`config.mk`:
```
export PLATFORM = sky130hd
export DESIGN_NAME = lpc_host_if_control_regs
export DESIGN_NICKNAME = d
export VERILOG_FILES = /design/src/logic/lpc_hif_pkg.sv /design/src/logic/reg_access_if.sv /design/src/logic/lpc_host_if_control_regs.sv /design/src/logic/pin_sync.sv /design/src/logic/ahb_reg_port.sv
export SDC_FILE = /design/constraint.sdc
export NUM_CORES = 1
export LEC_CHECK = 0
export ABC_AREA = 1
export BUFFER_PORTS_ARGS = -buffer_cell sky130_fd_sc_hd__buf_4
export CAP_MARGIN = 5
export CORE_MARGIN = 2
export CORE_UTILIZATION = 35
export CTS_CLUSTER_SIZE = 12
export DETAILED_ROUTE_END_ITERATION = 8
export MAX_ROUTING_LAYER = met4
export SLEW_MARGIN = 20
export SYNTH_ARGS = -nofsm -noshare
export SYNTH_HDL_FRONTEND = slang
export SYNTH_SLANG_ARGS = --single-unit
```
`constraint.sdc`:
```
create_clock -name hclk -period 2 [get_ports hclk]
set_input_delay 0.4 -clock hclk [delete_from_list [all_inputs] [get_ports hclk]]
set_output_delay 0.4 -clock hclk [all_outputs]
set_load 0.01 [all_outputs]
```
`src/logic/lpc_hif_pkg.sv`:
```
package lpc_hif_pkg;
  // register byte offsets
  localparam logic [7:0] IRQ_CTRL_OFS = 8'h00;
  localparam logic [7:0] PIN_MON_OFS = 8'h04;
  localparam logic [7:0] CH3_CTRL_OFS = 8'h08;
  localparam logic [7:0] CH3_CFG_OFS = 8'h0C;
  localparam logic [7:0] EVT_STAT_OFS = 8'h10;
  localparam logic [7:0] EVT_MASK_OFS = 8'h14;
  localparam int ADDR_W = 8;

  // interrupt control fields
  localparam int EN_ERR_BIT = 0;
  localparam int EN_CH1_BIT = 1;
  localparam int EN_CH2_BIT = 2;
  localparam int EN_CH3_BIT = 3;
  localparam int ABORT_BIT = 4;
  localparam int RST_DET_BIT = 6;
  localparam logic [3:0] IRQ_EN_RST = 4'h0;

  // pin monitor fields
  localparam int MON_RESET_BIT = 4;
  localparam int MON_SIRQ_BIT = 5;
  localparam int MON_FRAME_BIT = 7;

  // channel 3 control fields
  localparam int WAIT_LEN_BIT = 3;
  localparam int KEYBOARD_EN_BIT = 2;
  localparam int CH1_OFS_BIT = 4;
  localparam int CH2_OFS_BIT = 5;
  localparam int ADDR_SEL_BIT = 7;
  localparam logic [7:0] CH3_CTRL_RST = 8'h00;

  // own config fields
  localparam int CH3_EN_BIT = 0;
  localparam int TWO_WAY_IE_BIT = 1;

  // event status layout
  localparam int EVT_W = 5;
  localparam logic [EVT_W-1:0] EVT_RST = 5'h00;

  // codes and offsets
  localparam logic [3:0] SHORT_WAIT_CODE = 4'h5;
  localparam logic [3:0] LONG_WAIT_CODE = 4'h6;
  localparam logic [2:0] OFFSET_FOUR = 3'h4;
  localparam logic [2:0] OFFSET_ONE = 3'h1;

  // bus port states, gray along idle-read-done
  typedef enum logic [1:0] {
    BUS_IDLE = 2'b00,
    BUS_RD_WAIT = 2'b01,
    BUS_RD_DONE = 2'b11,
    BUS_WRITE = 2'b10
  } bus_state_e;
endpackage

```
`src/logic/reg_access_if.sv`:
```
`timescale 1ns/10ps
`default_nettype none
interface reg_access_if;
  logic wr_en;
  logic rd_en;
  logic [7:0] addr;
  logic [31:0] wdata;
  logic [31:0] rdata;
  modport port (output wr_en, output rd_en, output addr, output wdata, input rdata);
  modport regs (input wr_en, input rd_en, input addr, input wdata, output rdata);
endinterface
`default_nettype wire

```
`src/logic/lpc_host_if_control_regs.sv`:
```
// Our own choices: the register addresses and the AHB-Lite slave port.
`timescale 1ns/10ps
`default_nettype none
module lpc_host_if_control_regs
  import lpc_hif_pkg::*;
(
  input wire logic hclk,
  input wire logic hresetn,
  input wire logic hsel,
  input wire logic [1:0] htrans,
  input wire logic [31:0] haddr,
  input wire logic hwrite,
  input wire logic [2:0] hsize,
  input wire logic [31:0] hwdata,
  input wire logic hready,
  output logic hreadyout,
  output logic hresp,
  output logic [31:0] hrdata,
  input wire logic lpc_clk,
  input wire logic lpc_frame_n,
  input wire logic serial_irq,
  input wire logic lpc_reset_n,
  input wire logic lpc_xfer_active,
  input wire logic ch1_ibf,
  input wire logic ch2_ibf,
  input wire logic ch3_ibf,
  input wire logic two_way_buffer_full,
  input wire logic mode_irq_req,
  input wire logic ch3_host_hit,
  output logic ch1_rx_irq,
  output logic ch2_rx_irq,
  output logic ch3_rx_irq,
  output logic error_irq,
  output logic slave_irq,
  output logic shared_addr_channel_select,
  output logic [2:0] ch1_offset,
  output logic [2:0] ch2_offset,
  output logic [3:0] sync_wait_code,
  output logic ch3_keyboard_match,
  output logic ch3_enable,
  output logic two_way_buffer_irq_enable
);

  reg_access_if bus ();

  // set beats clear on every sticky bit
  function automatic logic [EVT_W-1:0] sticky(
    input logic [EVT_W-1:0] q,
    input logic [EVT_W-1:0] set,
    input logic [EVT_W-1:0] clr
  );
    sticky = set | (q & ~clr);
  endfunction

  ahb_reg_port u_port (
    .hclk(hclk),
    .hresetn(hresetn),
    .hsel(hsel),
    .htrans(htrans),
    .haddr(haddr),
    .hwrite(hwrite),
    .hsize(hsize),
    .hwdata(hwdata),
    .hready(hready),
    .hreadyout(hreadyout),
    .hresp(hresp),
    .hrdata(hrdata),
    .bus(bus)
  );

  // pins: clock, reset, serial irq, frame
  logic [3:0] pin_lvl;
  logic [3:0] pin_rise;
  logic [3:0] pin_fall;

  pin_sync #(
    .W(4),
    .RST_VAL(4'hF)
  ) u_sync (
    .clk(hclk),
    .rst_n(hresetn),
    .pin({lpc_clk, lpc_reset_n, serial_irq, lpc_frame_n}),
    .lvl(pin_lvl),
    .rise(pin_rise),
    .fall(pin_fall)
  );

  wire frame_lvl = pin_lvl[0];
  wire sirq_lvl = pin_lvl[1];
  wire reset_lvl = pin_lvl[2];
  wire reset_fall = pin_fall[2];
  wire link_edge = pin_rise[3];
  wire unused_edges = ^{pin_rise[2:0], pin_fall[3], pin_fall[1:0], pin_lvl[3]};

  // register state
  logic [3:0] irq_en_q;
  logic reset_detect_q;
  logic abort_q;
  logic [7:0] ch3_ctrl_q;
  logic ch3_en_q;
  logic two_way_ie_q;
  logic [EVT_W-1:0] evt_stat_q;
  logic [EVT_W-1:0] evt_mask_q;
  logic frame_at_edge_q;
  logic [2:0] irq_prev_q;

  // write decode
  wire wr_irq = bus.wr_en && (bus.addr == IRQ_CTRL_OFS);
  wire wr_ch3 = bus.wr_en && (bus.addr == CH3_CTRL_OFS);
  wire wr_cfg = bus.wr_en && (bus.addr == CH3_CFG_OFS);
  wire wr_stat = bus.wr_en && (bus.addr == EVT_STAT_OFS);
  wire wr_mask = bus.wr_en && (bus.addr == EVT_MASK_OFS);

  // frame is looked at on link clock rising edges only
  wire abort_set = link_edge & lpc_xfer_active & frame_at_edge_q & ~frame_lvl;
  wire rst_set = reset_fall;

  // zero written to a flag clears it, one leaves it
  wire rst_clr = wr_irq & ~bus.wdata[RST_DET_BIT];
  wire abort_clr = (wr_irq & ~bus.wdata[ABORT_BIT]) | rst_set;

  // flags as one-bit sticky cells
  logic [EVT_W-1:0] flag_d;
  assign flag_d = sticky({3'h0, reset_detect_q, abort_q},
                         {3'h0, rst_set, abort_set},
                         {3'h0, rst_clr, abort_clr});

  always_ff @(posedge hclk or negedge hresetn) begin
    if (!hresetn) begin
      reset_detect_q <= 1'b0;
      abort_q <= 1'b0;
      frame_at_edge_q <= 1'b1;
    end else begin
      reset_detect_q <= flag_d[1];
      abort_q <= flag_d[0];
      if (link_edge) frame_at_edge_q <= frame_lvl;
    end
  end

  // enables and control fields
  always_ff @(posedge hclk or negedge hresetn) begin
    if (!hresetn) begin
      irq_en_q <= IRQ_EN_RST;
      ch3_ctrl_q <= CH3_CTRL_RST;
      ch3_en_q <= 1'b0;
      two_way_ie_q <= 1'b0;
    end else begin
      if (wr_irq) irq_en_q <= bus.wdata[3:0];
      if (wr_ch3) ch3_ctrl_q <= bus.wdata[7:0];
      if (wr_cfg) ch3_en_q <= bus.wdata[CH3_EN_BIT];
      if (wr_cfg) two_way_ie_q <= bus.wdata[TWO_WAY_IE_BIT];
    end
  end

  // request lines: flag and enable, nothing held
  assign ch1_rx_irq = irq_en_q[EN_CH1_BIT] & ch1_ibf;
  assign ch2_rx_irq = irq_en_q[EN_CH2_BIT] & ch2_ibf;
  wire ch3_src = ch3_ibf | mode_irq_req | (two_way_ie_q & two_way_buffer_full);
  assign ch3_rx_irq = irq_en_q[EN_CH3_BIT] & ch3_src;
  assign error_irq = irq_en_q[EN_ERR_BIT] & (reset_detect_q | abort_q);

  // channel 3 options decoded for the host side
  assign shared_addr_channel_select = ch3_ctrl_q[ADDR_SEL_BIT];
  assign ch1_offset = ch3_ctrl_q[CH1_OFS_BIT] ? OFFSET_ONE : OFFSET_FOUR;
  assign ch2_offset = ch3_ctrl_q[CH2_OFS_BIT] ? OFFSET_ONE : OFFSET_FOUR;
  assign sync_wait_code = ch3_ctrl_q[WAIT_LEN_BIT] ? LONG_WAIT_CODE : SHORT_WAIT_CODE;
  // keyboard bit only counts while channel 3 enable is off
  wire keyboard_allow = ch3_en_q | ch3_ctrl_q[KEYBOARD_EN_BIT];
  assign ch3_keyboard_match = ch3_host_hit & keyboard_allow;
  assign ch3_enable = ch3_en_q;
  assign two_way_buffer_irq_enable = two_way_ie_q;

  // events for the system interrupt: rising request lines, link reset and abort
  wire [2:0] irq_now = {ch3_rx_irq, ch2_rx_irq, ch1_rx_irq};
  wire [2:0] irq_rise = irq_now & ~irq_prev_q;
  wire [EVT_W-1:0] evt_set = {abort_set, rst_set, irq_rise};
  wire [EVT_W-1:0] evt_clr = wr_stat ? bus.wdata[EVT_W-1:0] : EVT_RST;

  always_ff @(posedge hclk or negedge hresetn) begin
    if (!hresetn) begin
      irq_prev_q <= 3'h0;
      evt_stat_q <= EVT_RST;
      evt_mask_q <= EVT_RST;
    end else begin
      irq_prev_q <= irq_now;
      evt_stat_q <= sticky(evt_stat_q, evt_set, evt_clr);
      if (wr_mask) evt_mask_q <= bus.wdata[EVT_W-1:0];
    end
  end

  assign slave_irq = |(evt_stat_q & evt_mask_q);

  // read views; undefined bits read zero
  logic [7:0] irq_view;
  logic [7:0] mon_view;
  always_comb begin
    irq_view = 8'h00;
    irq_view[3:0] = irq_en_q;
    irq_view[ABORT_BIT] = abort_q;
    irq_view[RST_DET_BIT] = reset_detect_q;
    mon_view = 8'h00;
    mon_view[MON_FRAME_BIT] = frame_lvl;
    mon_view[MON_SIRQ_BIT] = sirq_lvl;
    mon_view[MON_RESET_BIT] = reset_lvl;
  end

  // read mux; unmapped reads zero, pin monitor ignores writes
  always_comb begin
    if (bus.addr == IRQ_CTRL_OFS) begin
      bus.rdata = {24'h000000, irq_view};
    end else if (bus.addr == PIN_MON_OFS) begin
      bus.rdata = {24'h000000, mon_view};
    end else if (bus.addr == CH3_CTRL_OFS) begin
      bus.rdata = {24'h000000, ch3_ctrl_q};
    end else if (bus.addr == CH3_CFG_OFS) begin
      bus.rdata = {30'h00000000, two_way_ie_q, ch3_en_q};
    end else if (bus.addr == EVT_STAT_OFS) begin
      bus.rdata = {27'h0000000, evt_stat_q};
    end else if (bus.addr == EVT_MASK_OFS) begin
      bus.rdata = {27'h0000000, evt_mask_q};
    end else begin
      bus.rdata = 32'h00000000;
    end
  end
endmodule
`default_nettype wire

```
`src/logic/pin_sync.sv`:
```
`timescale 1ns/10ps
`default_nettype none
module pin_sync #(
  parameter int W = 4,
  parameter logic [W-1:0] RST_VAL = '1
) (
  input wire logic clk,
  input wire logic rst_n,
  input wire logic [W-1:0] pin,
  output logic [W-1:0] lvl,
  output logic [W-1:0] rise,
  output logic [W-1:0] fall
);
  logic [W-1:0] s1_q;
  logic [W-1:0] s2_q;
  logic [W-1:0] s3_q;

  // s1 feeds only s2
  always_ff @(posedge clk or negedge rst_n) begin
    if (!rst_n) begin
      s1_q <= RST_VAL;
      s2_q <= RST_VAL;
      s3_q <= RST_VAL;
    end else begin
      s1_q <= pin;
      s2_q <= s1_q;
      s3_q <= s2_q;
    end
  end

  // edges from settled stages
  assign lvl = s2_q;
  assign rise = s2_q & ~s3_q;
  assign fall = ~s2_q & s3_q;
endmodule
`default_nettype wire

```
`src/logic/ahb_reg_port.sv`:
```
`timescale 1ns/10ps
`default_nettype none
module ahb_reg_port
  import lpc_hif_pkg::*;
(
  input wire logic hclk,
  input wire logic hresetn,
  input wire logic hsel,
  input wire logic [1:0] htrans,
  input wire logic [31:0] haddr,
  input wire logic hwrite,
  input wire logic [2:0] hsize,
  input wire logic [31:0] hwdata,
  input wire logic hready,
  output logic hreadyout,
  output logic hresp,
  output logic [31:0] hrdata,
  reg_access_if.port bus
);
  bus_state_e state_q, state_d;
  logic [ADDR_W-1:0] addr_q;
  logic [31:0] rdata_q;
  wire take = hsel & hready & htrans[1];

  // only word transfers are used; size is not checked
  wire unused_size = ^hsize;

  // next state
  always_comb begin
    state_d = BUS_IDLE;
    case (state_q)
      BUS_RD_WAIT: state_d = BUS_RD_DONE;
      default: begin
        if (take) begin
          state_d = hwrite ? BUS_WRITE : BUS_RD_WAIT;
        end
      end
    endcase
  end

  always_ff @(posedge hclk or negedge hresetn) begin
    if (!hresetn) begin
      state_q <= BUS_IDLE;
      addr_q <= '0;
      rdata_q <= '0;
    end else begin
      state_q <= state_d;
      if (take) addr_q <= haddr[ADDR_W-1:0];
      if (state_q == BUS_RD_WAIT) rdata_q <= bus.rdata;
    end
  end

  // one wait state on reads keeps hrdata registered
  assign hreadyout = (state_q != BUS_RD_WAIT);
  assign hresp = 1'b0;
  assign hrdata = rdata_q;
  assign bus.wr_en = (state_q == BUS_WRITE);
  assign bus.rd_en = (state_q == BUS_RD_WAIT);
  assign bus.addr = addr_q;
  assign bus.wdata = hwdata;
endmodule
`default_nettype wire

```
==> impl_metrics.ini <==
[placement]
io_buffers = 56
place_ws_ns = 0.4538
gp_congestion = 0.8582
dp.final_hpwl_mm = 4.420

[global_route]
grt-ovfl-total = 0
grt_pass1_wl_mm = 10.14
grt_usage_pct = 15.70
grt_pass1_vias = 2062
antenna_found_initial = 0
grt_max_degree = 59

[drt]
vias = 2124
viasPerCell = 4.481
initialDrtViolationCount = 153
avgRoutedWirePerCell_um = 12.92
drtPass1Iterations = 5
route.detailed.drc = 0
routed_wl_mm = 6.126
drtAntennaViolNets = 0

[critical_path]
critPathCaptureType = output pin
cp.arrival_ns = 1.35
crit_type = flop to output pin
worstPathRequired_ns = 1.60
start_kind = flop
cp_max_fo = 3

[clocking]
holdBufCountCts = 0
htree_num_levels = 3
root_buffer = clkbuf_8
cts_buffer_depth = 2
cts_buffers = 9
cts_sinks = 58
clk-insertion-delay-late_ns = 0.35
cts_resized = 0
clk_pin_slew_worst_paths_ns = 0.07
post-cts-setup-buffers = 0
cts_tree = built

[synthesis]
ys_seq_elements = 58
yosysSeqAreaShare_pct = 51.43
ys_warn_count = 0
ys_types = 36
synth_area_um2 = 2849
syn-instance-count = 307
syn_avg_cell_area_um2 = 9.280

[power]
total_power_w = 0.002937
vdd_drop_max_mv = 0.3248
leakagePower_nw = 1.783
p_per_area_nw_per_um2 = 854.5

[job]
max_cap_viol_count = 0

[finish]
diodes = 0
final_nets = 452
layout_common_cells = 58 x buf_4, 57 x nand2_1, 47 x dfrtp_1
drive_above_1_share_pct = 33.33
final_common_cell = buf_4
synthToLayoutAreaGrowth_pct = 20.64

[sta]
min_period_ns = 1.753
final-setup-viol-count = 0
finalCritPeriodShare_pct = 87.63
finalHoldViolations = 0
fin_setup_tns_ns = 0
fmax_mhz = 570.6
setup_ws_ns = 0.2473
slew_headroom_pct = 50.75
worstMarginPinSlew_ns = 0.7387
finClkSkew_ns = 0.009498
rsz0062_at_grt = no
drv_slew = 0

[floorplanning]
rows = 32
die_y_um = 94.22
core_um2 = 7807
die_x_um = 94.22
start_util_pct = 36.49
pin_count = 138
die_area_um2 = 8877

[worst_hold_path]
holdCritPathClass = input pin to asynchronous set/reset pin

[run_status]
status = complete, no violations
layer usage:
layer  track usage, %  vias up  share of wire, %
met2            23.39       84                46
met5                -        -                 0
met1            20.43      979                46
met4            5.072        0               1.3
met3            4.976        7               6.9
li1                 -     1054                 -
state kept, by name, indices dropped and copies added, names as in the netlist:
register / count
evt_mask_q: 5
u_sync.s1_q: 4
u_port.state_q: 2
ch3_ctrl_q: 8
two_way_buffer_irq_enable: 1
u_sync.s3_q: 2
u_sync.lvl: 4
u_port.bus.addr: 8
ch3_enable: 1
abort_q: 1
irq_prev_q: 3
u_port.hrdata: 8
reset_detect_q: 1
frame_at_edge_q: 1
evt_stat_q: 5
irq_en_q: 4
stage by stage:
stage	util [%]	instances	area [µm²]	hold slack, ns
6_report	44.02	474	3437	0.1040
4_1_cts	44.02	474	3437	0.1348
3_3_place_gp	41.52	458	3242	0.3464
3_5_place_dp	41.52	458	3242	0.3468
5_1_grt	44.02	474	3437	0.1344
2_1_floorplan	-	334	2950	0.1044
synth_stat cells:
cell type	count	area (µm²)
nand2_1	57	214.0
dfrtp_1	47	1176
buf_4	32	240.2
nor2_1	28	105.1
inv_1	22	82.58
o21ai_0	19	95.09
nand3_1	17	85.08
a21oi_1	14	70.07
dfstp_2	11	289.0
nand2_2	7	43.79
inv_2	5	18.77
o21ai_2	5	43.79
nand2_4	4	45.04
nand3_2	4	40.04
o21ai_1	4	20.02
a21oi_2	3	26.28
buf_6	2	22.52
conb_1	2	7.510
mux2_4	2	30.03
nand3b_1	2	15.01
nor2_2	2	12.51
nor2_4	2	22.52
nor3_2	2	20.02
o21a_1	2	15.01
a211o_1	1	8.760
a21boi_0	1	7.510
a221oi_1	1	8.760
buf_2	1	5.000
clkbuf_1	1	3.750
inv_4	1	6.260
nand3_4	1	17.52
nand4_1	1	6.260
nor2_8	1	20.02
nor3_1	1	5.000
o211ai_2	1	12.51
o31ai_1	1	7.510
area by class of cell:
| type | count | area (µm²) |
|---|---|---|
| Timing Repair Buffer | 58 | 435.4 |
| Multi-Input combinational cell | 212 | 1106 |
| Tap cell | 102 | 127.6 |
| Fill cell | 812 | 4370 |
| Sequential cell | 58 | 1465 |
| Clock buffer | 11 | 141.4 |
| Inverter | 28 | 107.6 |
| Clock inverter | 5 | 53.80 |
critical path, cell delays in order, from the launching register on:
cell	delay, ns
dfrtp_1	0.41
nand2_1	0.07
nand2_1	0.06
a221oi_1	0.21
nand2_1	0.10
buf_4	0.16
power breakdown:
group          total (W)  switching [W]  leakage, nW  internal, W
Sequential       0.00136      0.0000685        0.606      0.00129
Combinational   0.000501       0.000301         1.07     0.000200
Clock            0.00108       0.000472        0.103     0.000604
cells by family after synthesis:
family	Yosys count	share of synthesized area, %
AND/OR/NAND/NOR	129	22.88
buffers and inverters	64	13.31
flip-flops	58	51.43
AO/OA/AOI/OAI	52	11.07
multiplexers	2	1.054
other	2	0.2636
worst paths after layout:
path	start	end	cells after the start	slack (ns)
max in group asynchronous	hresetn	u_port.hrdata[2]	1	1.39
hold reg to reg	u_sync.s1_q[1]	u_sync.lvl[1]	0	0.36
min in group hclk	lpc_reset_n	u_sync.s1_q[2]	1	0.15
setup / recovery	evt_stat_q[1]	slave_irq	5	0.25
hold / removal	hresetn	irq_prev_q[0]	1	0.10
setup reg to reg	u_port.bus.addr[5]	ch3_ctrl_q[7]	5	0.44
Power figures use the tool's default switching activity.
